`config.mk`:
```
export PLATFORM = sky130hd
export DESIGN_NAME = vta_alarm
export DESIGN_NICKNAME = d
export VERILOG_FILES = /design/src/vta_pkg.sv /design/src/vta_tick_if.sv /design/src/vta_tick.sv /design/src/vta_alarm.sv
export VERILOG_INCLUDE_DIRS = /design/src
export SDC_FILE = /design/constraint.sdc
export NUM_CORES = 1
export LEC_CHECK = 0
export BUFFER_PORTS_ARGS = -buffer_cell sky130_fd_sc_hd__clkbuf_2
export CAP_MARGIN = 10
export CORE_UTILIZATION = 50
export CTS_BUF_LIST = sky130_fd_sc_hd__clkbuf_8 sky130_fd_sc_hd__clkbuf_16
export DETAILED_ROUTE_END_ITERATION = 12
export PLACE_DENSITY = 0.73
export SLEW_MARGIN = 10
export SYNTH_ARGS = -nofsm -noshare
export SYNTH_HDL_FRONTEND = slang
export SYNTH_SLANG_ARGS = --single-unit
export TNS_END_PERCENT = 30
```
`constraint.sdc`:
```
create_clock -name i_core_clk -period 1.7 [get_ports i_core_clk]
set_input_delay 0.17 -clock i_core_clk [delete_from_list [all_inputs] [get_ports i_core_clk]]
set_output_delay 0.17 -clock i_core_clk [all_outputs]
set_load 0.02 [all_outputs]
```
`src/vta_regs.svh`:
```
// Register offsets, field positions, reset values and timing counts of the alarm controller
// ----------------------------------------------------------------------------
// What this block does
// - Refuse arming under accessory or ignition power
// - Arm on battery feed only; unlock disarms under any power state
// - Lock from barrel, remote or handle arms
// - Enable siren and tilt unit first
// - Then check door, hood, trunk contacts
// - Link settled contacts into monitoring
// - Double-lock initializes tilt and motion detector
// - Tilt monitored only with plausible rest value
// - Motion detector active 30 s after linking
// - Second double lock within 10 s disables tilt, motion
// - Disable acknowledged by LED for 2 s
// - Armed door contact change raises alarm
// - Armed hood change raises alarm
// - Armed trunk change raises alarm
// - Armed siren tamper raises alarm
// - Alarm both audible and visual
// - Unlock disarms
// ----------------------------------------------------------------------------
`ifndef VTA_REGS_SVH
`define VTA_REGS_SVH
`define VTA_CLK_HZ 50000000
`define VTA_TICK_HZ 1
`define VTA_TICK_DIV (`VTA_CLK_HZ / `VTA_TICK_HZ)
`define VTA_MOTION_DELAY_S 30
`define VTA_RELOCK_WINDOW_S 10
`define VTA_ACK_LED_S 2
`define VTA_ADDR_CTRL 4'h0
`define VTA_ADDR_STATUS 4'h4
`define VTA_ADDR_IRQ_STAT 4'h8
`define VTA_ADDR_IRQ_MASK 4'hC
`define VTA_CTRL_ENABLE 0
`define VTA_CTRL_RESET 32'h00000001
`define VTA_MASK_RESET 32'h00000000
`define VTA_IRQ_ARMED 0
`define VTA_IRQ_ALARM 1
`define VTA_IRQ_DISARMED 2
`define VTA_IRQ_REFUSED 3
`define VTA_IRQ_SENSE_OFF 4
`endif

```
`src/vta_pkg.sv`:
```
// Types of the alarm controller
package vta_pkg;
  typedef enum logic [2:0] {
    VTA_IDLE = 3'b000,
    VTA_SIREN = 3'b001,
    VTA_CHECK = 3'b010,
    VTA_ARMED = 3'b011,
    VTA_ALARM = 3'b100
  } vta_state_type;
endpackage

```
`src/vta_tick_if.sv`:
```
// Seconds time base carrier between timer and controller
interface vta_tick_if;
  logic tick;
  modport src (output tick);
  modport dst (input tick);
endinterface

```
`src/vta_tick.sv`:
```
// Seconds time base divider
`include "vta_regs.svh"
module vta_tick #(
  parameter int DIV = `VTA_TICK_DIV
) (
  // Clock and reset
  input wire logic i_core_clk,
  input wire logic i_reset,
  input wire logic i_ce,
  // Tick out
  vta_tick_if.src tk
);
  logic [31:0] cnt;
  logic [31:0] next_cnt;
  logic pulse;
  logic next_pulse;
  always_comb begin
    next_cnt = cnt;
    next_pulse = 1'b0;
    if (cnt >= 32'(DIV - 1)) begin
      next_cnt = 32'h00000000;
      next_pulse = 1'b1;
    end else begin
      next_cnt = cnt + 32'h00000001;
    end
  end
  always_ff @(posedge i_core_clk) begin
    if (i_reset) begin
      cnt <= 32'h00000000;
      pulse <= 1'b0;
    end else if (i_ce) begin
      cnt <= next_cnt;
      pulse <= next_pulse;
    end
  end
  assign tk.tick = pulse & i_ce;
endmodule

```
`src/vta_alarm.sv`:
```
// Arming and monitoring controller with Avalon-MM registers
//
// The register addresses and the Avalon-MM interface to the registers were left to the implementer.
`include "vta_regs.svh"
module vta_alarm #(
  parameter int TICK_DIV = `VTA_TICK_DIV,
  parameter int DOORS = 4
) (
  // Clock and reset
  input wire logic i_core_clk,
  input wire logic i_reset,
  input wire logic i_ce,
  // Avalon-MM slave
  input wire logic [3:0] i_avs_address,
  input wire logic i_avs_read,
  input wire logic i_avs_write,
  input wire logic [31:0] i_avs_writedata,
  output logic [31:0] o_avs_readdata,
  output logic o_avs_waitrequest,
  output logic o_irq,
  // Power states
  input wire logic i_accessory_on,
  input wire logic i_ignition_on,
  // Locking events, taken on the rising edge
  input wire logic i_lock,
  input wire logic i_double_lock,
  input wire logic i_unlock,
  // Contacts, high when closed
  input wire logic [DOORS-1:0] i_door_closed,
  input wire logic i_hood_closed,
  input wire logic i_trunk_closed,
  // Siren tilt unit
  input wire logic i_siren_ready,
  input wire logic i_tilt_plausible,
  input wire logic i_siren_tamper,
  input wire logic i_motion_detect,
  input wire logic i_tilt_detect,
  // Outputs
  output logic o_siren_enable,
  output logic o_tilt_enable,
  output logic o_tilt_init,
  output logic o_motion_active,
  output logic o_contacts_linked,
  output logic o_alarm_audible,
  output logic o_alarm_visual,
  output logic o_led
);
  localparam int NIN = DOORS + 9;
  localparam int CONTACTS = DOORS + 2;
  // ----------------------------------------------------------------------------
  // Input synchronisers
  // ----------------------------------------------------------------------------
  logic [NIN-1:0] raw;
  logic [NIN-1:0] sy1;
  logic [NIN-1:0] sy2;
  assign raw = {i_accessory_on, i_ignition_on, i_lock, i_double_lock, i_unlock,
                i_door_closed, i_hood_closed, i_trunk_closed,
                i_siren_ready, i_siren_tamper};
  always_ff @(posedge i_core_clk) begin
    if (i_reset) begin
      sy1 <= '0;
      sy2 <= '0;
    end else if (i_ce) begin
      sy1 <= raw;
      sy2 <= sy1;
    end
  end
  logic [2:0] sy_b1;
  logic [2:0] sy_b2;
  always_ff @(posedge i_core_clk) begin
    if (i_reset) begin
      sy_b1 <= 3'h0;
      sy_b2 <= 3'h0;
    end else if (i_ce) begin
      sy_b1 <= {i_tilt_plausible, i_motion_detect, i_tilt_detect};
      sy_b2 <= sy_b1;
    end
  end
  logic acc_s, ign_s, lock_s, dlock_s, unlock_s, ready_s, tamper_s;
  logic [CONTACTS-1:0] cont_s;
  assign {acc_s, ign_s, lock_s, dlock_s, unlock_s, cont_s, ready_s, tamper_s} = sy2;
  logic plaus_s, motion_s, tilt_s;
  assign {plaus_s, motion_s, tilt_s} = sy_b2;
  // Edge detect on synchronised event lines
  logic lock_q, dlock_q, unlock_q;
  logic [CONTACTS-1:0] cont_q;
  always_ff @(posedge i_core_clk) begin
    if (i_reset) begin
      lock_q <= 1'b0;
      dlock_q <= 1'b0;
      unlock_q <= 1'b0;
      cont_q <= '0;
    end else if (i_ce) begin
      lock_q <= lock_s;
      dlock_q <= dlock_s;
      unlock_q <= unlock_s;
      cont_q <= cont_s;
    end
  end
  logic lock_ev, dlock_ev, unlock_ev, any_lock;
  logic [CONTACTS-1:0] cont_chg;
  assign lock_ev = lock_s & ~lock_q;
  assign dlock_ev = dlock_s & ~dlock_q;
  assign unlock_ev = unlock_s & ~unlock_q;
  assign any_lock = lock_ev | dlock_ev;
  genvar g;
  for (g = 0; g < CONTACTS; g++) begin : g_chg
    assign cont_chg[g] = cont_s[g] ^ cont_q[g];
  end
  // ----------------------------------------------------------------------------
  // Time base
  // ----------------------------------------------------------------------------
  vta_tick_if tk ();
  vta_tick #(.DIV(TICK_DIV)) u_tick (
    .i_core_clk(i_core_clk),
    .i_reset(i_reset),
    .i_ce(i_ce),
    .tk(tk)
  );
  // ----------------------------------------------------------------------------
  // Registers
  // ----------------------------------------------------------------------------
  logic [31:0] ctrl, next_ctrl;
  logic [31:0] irq_mask, next_irq_mask;
  logic [4:0] irq_stat, next_irq_stat;
  logic [31:0] rdata, next_rdata;
  logic rvalid, next_rvalid;
  logic [4:0] ev;
  logic enable;
  assign enable = ctrl[`VTA_CTRL_ENABLE];
  // ----------------------------------------------------------------------------
  // Arming state machine
  // ----------------------------------------------------------------------------
  vta_pkg::vta_state_type state, next_state;
  logic [5:0] motion_cnt, next_motion_cnt;
  logic [3:0] relock_cnt, next_relock_cnt;
  logic [1:0] led_cnt, next_led_cnt;
  logic sense_off, next_sense_off;
  logic tilt_on, next_tilt_on;
  logic init, next_init;
  logic motion_on, next_motion_on;
  logic trig;
  assign trig = (|cont_chg) | tamper_s | (tilt_on & tilt_s) | (motion_on & motion_s);
  always_comb begin
    next_state = state;
    next_motion_cnt = motion_cnt;
    next_relock_cnt = relock_cnt;
    next_led_cnt = led_cnt;
    next_sense_off = sense_off;
    next_tilt_on = tilt_on;
    next_init = 1'b0;
    next_motion_on = motion_on;
    ev = 5'h00;
    if (tk.tick && relock_cnt != 4'h0) begin
      next_relock_cnt = relock_cnt - 4'h1;
    end
    if (tk.tick && led_cnt != 2'h0) begin
      next_led_cnt = led_cnt - 2'h1;
    end
    if (unlock_ev && state != vta_pkg::VTA_IDLE) begin
      next_state = vta_pkg::VTA_IDLE;
      next_sense_off = 1'b0;
      next_tilt_on = 1'b0;
      next_motion_on = 1'b0;
      next_relock_cnt = 4'h0;
      ev[`VTA_IRQ_DISARMED] = 1'b1;
    end else begin
      if (dlock_ev && state != vta_pkg::VTA_IDLE) begin
        if (relock_cnt != 4'h0 && !sense_off) begin
          next_sense_off = 1'b1;
          next_tilt_on = 1'b0;
          next_motion_on = 1'b0;
          next_led_cnt = 2'(`VTA_ACK_LED_S);
          ev[`VTA_IRQ_SENSE_OFF] = 1'b1;
        end else if (!sense_off) begin
          next_init = 1'b1;
          next_relock_cnt = 4'(`VTA_RELOCK_WINDOW_S);
        end
      end
      case (state)
        vta_pkg::VTA_IDLE: begin
          if (any_lock && enable && !unlock_ev) begin
            if (acc_s || ign_s) begin
              ev[`VTA_IRQ_REFUSED] = 1'b1;
            end else begin
              next_state = vta_pkg::VTA_SIREN;
              next_init = dlock_ev;
              next_relock_cnt = dlock_ev ? 4'(`VTA_RELOCK_WINDOW_S) : 4'h0;
            end
          end
        end
        vta_pkg::VTA_SIREN: begin
          if (ready_s) begin
            next_state = vta_pkg::VTA_CHECK;
          end
        end
        vta_pkg::VTA_CHECK: begin
          if (&cont_s && cont_chg == '0) begin
            next_state = vta_pkg::VTA_ARMED;
            next_motion_cnt = 6'(`VTA_MOTION_DELAY_S);
            next_tilt_on = plaus_s & ~next_sense_off;
            ev[`VTA_IRQ_ARMED] = 1'b1;
          end
        end
        vta_pkg::VTA_ARMED: begin
          if (tk.tick && motion_cnt != 6'h00) begin
            next_motion_cnt = motion_cnt - 6'h01;
            if (motion_cnt == 6'h01 && !sense_off && !next_sense_off) begin
              next_motion_on = 1'b1;
            end
          end
          if (trig) begin
            next_state = vta_pkg::VTA_ALARM;
            ev[`VTA_IRQ_ALARM] = 1'b1;
          end
        end
        vta_pkg::VTA_ALARM: begin
          next_state = vta_pkg::VTA_ALARM;
        end
        default: begin
          next_state = vta_pkg::VTA_IDLE;
        end
      endcase
    end
  end
  always_ff @(posedge i_core_clk) begin
    if (i_reset) begin
      state <= vta_pkg::VTA_IDLE;
      motion_cnt <= 6'h00;
      relock_cnt <= 4'h0;
      led_cnt <= 2'h0;
      sense_off <= 1'b0;
      tilt_on <= 1'b0;
      init <= 1'b0;
      motion_on <= 1'b0;
    end else if (i_ce) begin
      state <= next_state;
      motion_cnt <= next_motion_cnt;
      relock_cnt <= next_relock_cnt;
      led_cnt <= next_led_cnt;
      sense_off <= next_sense_off;
      tilt_on <= next_tilt_on;
      init <= next_init;
      motion_on <= next_motion_on;
    end
  end
  // ----------------------------------------------------------------------------
  // Outputs
  // ----------------------------------------------------------------------------
  assign o_siren_enable = (state != vta_pkg::VTA_IDLE);
  assign o_tilt_enable = tilt_on;
  assign o_tilt_init = init;
  assign o_motion_active = motion_on;
  assign o_contacts_linked = (state == vta_pkg::VTA_ARMED) | (state == vta_pkg::VTA_ALARM);
  assign o_alarm_audible = (state == vta_pkg::VTA_ALARM);
  assign o_alarm_visual = (state == vta_pkg::VTA_ALARM);
  logic led_on;
  assign led_on = (led_cnt != 2'h0);
  assign o_led = led_on | o_contacts_linked;
  // ----------------------------------------------------------------------------
  // Avalon-MM slave and interrupts
  // ----------------------------------------------------------------------------
  logic rd_stat;
  assign rd_stat = i_avs_read & ~rvalid & (i_avs_address == `VTA_ADDR_IRQ_STAT);
  always_comb begin
    next_ctrl = ctrl;
    next_irq_mask = irq_mask;
    next_rdata = rdata;
    next_rvalid = 1'b0;
    next_irq_stat = (rd_stat ? 5'h00 : irq_stat) | ev;
    if (i_avs_write) begin
      case (i_avs_address)
        `VTA_ADDR_CTRL: next_ctrl = {31'h0, i_avs_writedata[0]};
        `VTA_ADDR_IRQ_MASK: next_irq_mask = {27'h0, i_avs_writedata[4:0]};
        default: next_ctrl = ctrl;
      endcase
    end
    if (i_avs_read && !rvalid) begin
      next_rvalid = 1'b1;
      case (i_avs_address)
        `VTA_ADDR_CTRL: next_rdata = ctrl;
        `VTA_ADDR_STATUS: next_rdata = {24'h0, sense_off, motion_on, tilt_on, 1'b0, led_on,
                                        state};
        `VTA_ADDR_IRQ_STAT: next_rdata = {27'h0, irq_stat};
        `VTA_ADDR_IRQ_MASK: next_rdata = irq_mask;
        default: next_rdata = 32'h00000000;
      endcase
    end
  end
  always_ff @(posedge i_core_clk) begin
    if (i_reset) begin
      ctrl <= `VTA_CTRL_RESET;
      irq_mask <= `VTA_MASK_RESET;
      irq_stat <= 5'h00;
      rdata <= 32'h00000000;
      rvalid <= 1'b0;
    end else if (i_ce) begin
      ctrl <= next_ctrl;
      irq_mask <= next_irq_mask;
      irq_stat <= next_irq_stat;
      rdata <= next_rdata;
      rvalid <= next_rvalid;
    end
  end
  assign o_avs_readdata = rdata;
  assign o_avs_waitrequest = (i_avs_read & ~rvalid) | (i_avs_write & ~i_ce);
  assign o_irq = |(irq_stat & irq_mask[4:0]);
  // ----------------------------------------------------------------------------
  // Assertions
  // ----------------------------------------------------------------------------
  a_refuse_power: assert property (@(posedge i_core_clk) disable iff (i_reset)
    i_ce && state == vta_pkg::VTA_IDLE && (acc_s || ign_s) |=> state == vta_pkg::VTA_IDLE)
    else $error("armed under power");
  a_lock_arms: assert property (@(posedge i_core_clk) disable iff (i_reset)
    i_ce && state == vta_pkg::VTA_IDLE && any_lock && enable && !acc_s && !ign_s && !unlock_ev
    |=> state == vta_pkg::VTA_SIREN)
    else $error("lock did not arm");
  a_siren_first: assert property (@(posedge i_core_clk) disable iff (i_reset)
    state == vta_pkg::VTA_CHECK |-> o_siren_enable && $past(state) != vta_pkg::VTA_IDLE)
    else $error("check before siren");
  a_link_closed: assert property (@(posedge i_core_clk) disable iff (i_reset)
    i_ce && state == vta_pkg::VTA_CHECK && !(&cont_s) |=> state != vta_pkg::VTA_ARMED)
    else $error("linked with open contact");
  a_tilt_plaus: assert property (@(posedge i_core_clk) disable iff (i_reset)
    $rose(tilt_on) |-> $past(plaus_s) && !sense_off)
    else $error("tilt without plausible rest");
  a_motion_delay: assert property (@(posedge i_core_clk) disable iff (i_reset)
    $rose(motion_on) |-> $past(state) == vta_pkg::VTA_ARMED && motion_cnt == 6'h00)
    else $error("motion too early");
  a_sense_off: assert property (@(posedge i_core_clk) disable iff (i_reset)
    sense_off |-> !tilt_on && !motion_on)
    else $error("sensing not excluded");
  a_ack_led: assert property (@(posedge i_core_clk) disable iff (i_reset)
    $rose(sense_off) |-> led_cnt == 2'(`VTA_ACK_LED_S) && o_led)
    else $error("no acknowledge led");
  a_alarm_trig: assert property (@(posedge i_core_clk) disable iff (i_reset)
    i_ce && state == vta_pkg::VTA_ARMED && trig && !unlock_ev
    |=> o_alarm_audible && o_alarm_visual)
    else $error("missed alarm");
  a_unlock_disarm: assert property (@(posedge i_core_clk) disable iff (i_reset)
    i_ce && unlock_ev |=> state == vta_pkg::VTA_IDLE && !sense_off)
    else $error("unlock did not disarm");
  c_armed: cover property (@(posedge i_core_clk) state == vta_pkg::VTA_ARMED);
  c_alarm: cover property (@(posedge i_core_clk) state == vta_pkg::VTA_ALARM);
  c_sense_off: cover property (@(posedge i_core_clk) $rose(sense_off));
  c_motion: cover property (@(posedge i_core_clk) $rose(motion_on));
endmodule

```
==> reports/qor.txt <==
Final setup viols: 37
1st-iter DRT viols: 368
Avg Inst Size Synth: 8.93 sq um
Max cap viols: 0
Largest net degree at the start of global routing: 42
Buf/Inv on CP: 3
Reg-to-reg slack, setup: -0.10 ns
Antenna violations before repair: 0
H-tree levels: 4
Global-route wire length before repair: 22,200 um
Clk_lat worst skew: 0.53 ns
Simple-Gate Fraction of Synth Area: 24.1%
Max rail drop VDD: 0.731 mV
Worst Hold Path EP: rvalid$_SDFFE_PP0P_
I/O pins: 99
Die W: 106 um
Synth async-reset ratio: 0%
Most used DFF post-synth: dfxtp_1
Internal Power: 0.00478 W
Pwr dens: 883 nW/um^2
Critical path class: reg -> out
Comb pwr share: 8.7%
CP delay by family, top: buffers and inverters
CP max FO: 3
Synthesis-to-layout area growth: 36.3%
Max stage delay on crit path: 0.34 ns
Drt drc: 0
Min-delay src: i_ce
GP Congestion: 0.835
Crit share post-route: 107%
Reg area: 2280 sq um
Layout cells sized above 1: 33.2%
Most common cell after layout, fill and taps aside: dfxtp_1
Crit end category: primary output
Cells along the critical path: buf_6 -> nor3_4 -> buf_6 -> nand3b_1 -> clkbuf_8
Layout Nets: 804
Die Span Y: 106 um
Fmax: 0.549 GHz
Die ar.: 11,300 sq um
Via density: 5.69
CTS tree: yes
Row count: 37
Routed WL: 14,400 um
Hold path depth: 3
Relative slew slack: 56.7%
Number of cells after detailed placement: 828
Clock Pin Slew Worst Setup and Hold Paths: 0.07 ns
Seq/Total Area, Yosys: 41.6%
Post-synth cell types: 69
Port bufs: 47
Switch share: 26.9%
RSZ-0062 raised after global routing: yes
Clock tree buffer depth: 2
Cells after Synth: 609
Final ANT Viol Nets: 0
Total GRT Usage: 24.7%
CTS buffer count: 17
Post-layout instance area: 7410 sq um
Synth Area in XOR/XNOR: 5.80%
Most frequent CP cell: buf_6
Worst flop-to-flop path startpoint: u_tick.cnt[8]$_SDFFE_PP0P_
Fin. max-slew vios: 0
Starting density of the core: 52.2%
Largest family of logic cells by synthesized area: simple AND/OR/NAND/NOR gates
WL/cell: 16.2 um
R2R Path End: u_tick.cnt[16]$_SDFFE_PP0P_
Critical Path RT: 1.53 ns
DP Area: 6180 sq um
Mux share of post-synthesis cell area: 9.90%
Min cycle time layout: 1.82 ns
Fill cells: 714
Core Area: 10,400 sq um
LEAKAGE: 3.11 nW
Root buffer cell: clkbuf_8
Synth Area in Adders: 1.38%
Hold WC Path Type: in -> reg
Clock network power share: 49.4%
First-pass DRT Iterations: 5
Switch Pwr: 0.00176 W
Overflow after GRT: 0
N_diodes: 0
Worst-Margin Slew: 0.640 ns
FF-to-FF path depth: 6
FF+latch count, synth: 113
Complex-gate fraction of the synthesized area: 9.69%
Post-synthesis cell area: 5440 sq um
Final setup margin: -0.120 ns
Finished Core Util: 71.1%
Startpoint types: register
Sink Count: 113
Hold_ws: 0.0174 ns
Skew final: 0.00780 ns
DP Wirelength: 8740 um
Post-synth EDFFs: 0
Sequential share of power: 42.0%
Status: complete, but fails checks
Slowest-stage cell, CP: dfxtp_2
Failing checks: setup timing
Multi-input gate area in the final layout: 3210 sq um
Most frequent cells in the layout: dfxtp_1 (102), nor2_1 (79), buf_4 (73)
Hold Violations, Final: 0
Via count: 5,062
Yosys warnings: 0
Vias in the first global route: 4,726
Cell Count, Final, Fillers Out: 890
Worst EP arrival: 1.65 ns
==> cells by family (layout without fill, tap and decap cells) <==
family                   count (synthesis)  after routing
XOR/XNOR                                36             36
flip-flops                             113            113
adder cells (fa/ha/maj)                  6              6
buffers and inverters                   76            198
AO/OA/AOI/OAI                           73             73
multiplexers                            52             52
other                                    1             24
AND/OR/NAND/NOR                        252            252
==> repair_timing <==
action	CTS	global route
hold buffers	22	0
gates resized for setup	60	41
buffers inserted	9	1
endpoints found under the hold margin	30	0
endpoints found under the setup margin	48	57
pin swaps	25	10
==> power groups by stage <==
stage | Clock (W) | Combinational [W] | Sequential [W]
after floorplan | 0 | 0.000350 | 0.00279
after global placement | 0 | 0.000448 | 0.00279
after detailed placement | 0 | 0.000464 | 0.00280
after CTS | 0.00324 | 0.000533 | 0.00274
after global routing | 0.00338 | 0.000608 | 0.00275
final | 0.00323 | 0.000566 | 0.00274
==> worst reg2reg max path, cell delays in order, from the launching register on <==
cell	delay, ns
dfxtp_2	0.33
or4_4	0.50
a211o_1	0.25
nand4_1	0.16
a21boi_2	0.11
buf_12	0.19
nor3_1	0.19
==> final cells by class <==
class	count	area share, %
well taps	136	2.30
repair buffers	147	15.4
multi-input cells	443	43.4
inverters	19	0.963
flip-flops and latches	113	30.7
clock inverters	15	1.67
clock buffers	17	5.59
==> per-stage QoR <==
stage | setup slack [ns] | power (W) | setup TNS [ns]
finish | -0.120 | 0.00654 | -1.95
global route | -0.200 | 0.00673 | -6.24
CTS | -0.0755 | 0.00652 | -0.672
detailed placement | -0.208 | 0.00326 | -1.38
global placement | -0.145 | 0.00324 | -0.541
floorplan | -0.0154 | 0.00314 | -0.0154
==> how the worst max path moves through the flow <==
stage | start | to | depth (start not counted)
2_1_floorplan | u_tick.cnt[12]$_SDFFE_PP0P_ | u_tick.cnt[30]$_SDFFE_PP0P_ | 6
3_3_place_gp | relock_cnt[0]$_SDFFE_PP0P_ | o_tilt_enable$_SDFFE_PP0P_ | 9
3_5_place_dp | relock_cnt[1]$_SDFFE_PP0P_ | o_tilt_enable$_SDFFE_PP0P_ | 9
4_1_cts | state[1]$_SDFFE_PP0P_ | o_led | 5
5_1_grt | u_tick.cnt[8]$_SDFFE_PP0P_ | u_tick.cnt[16]$_SDFFE_PP0P_ | 6
6_report | state[1]$_SDFFE_PP0P_ | o_led | 5
==> registers in the layout, summed over array words and instances (netlist names) <==
name,flops
unlock_q,1
sy_b2,3
relock_cnt,4
o_motion_active,1
sy1,13
o_tilt_enable,1
irq_stat,5
sy_b1,3
ctrl,1
sy2,13
cont_q,6
u_tick.pulse,1
lock_q,1
led_cnt,2
o_avs_readdata,8
rvalid,1
dlock_q,1
u_tick.cnt,32
motion_cnt,6
irq_mask,5
sense_off,1
o_tilt_init,1
state,3
==> routing by layer <==
metal | track usage (%) | vias to the layer above | wire, um
met3 | 5.64 | 47 | 810
met4 | 9.72 | 0 | 422
met2 | 41.1 | 196 | 6950
met1 | 30.9 | 2438 | 6210
met5 | 0 | - | 0
li1 | - | 2381 | -
==> cell usage after synthesis, types with 4 or more instances <==
cell        n  share of area [%]
a21oi_1    12                1.1
a22oi_1    10                1.4
a31oi_1     4               0.46
and3_1      5               0.58
buf_2       9               0.83
buf_4      27                3.7
clkbuf_1   19                1.3
dfxtp_1   113                 42
ha_1        6                1.4
inv_1      18                1.2
mux2_2      4               0.83
mux2i_1    47                8.7
nand2_1    36                2.5
nand2b_1    9                1.0
nand3_1     9               0.83
nand4_1    17                2.0
nor2_1     84                5.8
nor2b_1     7               0.81
nor3_1     46                4.2
nor3_2      4               0.74
nor4_1      4               0.46
o21ai_0    12                1.1
or3_1       4               0.46
xnor2_1    25                4.0
xor2_1     11                1.8
Note: power is estimated with default switching activity, not from simulation.
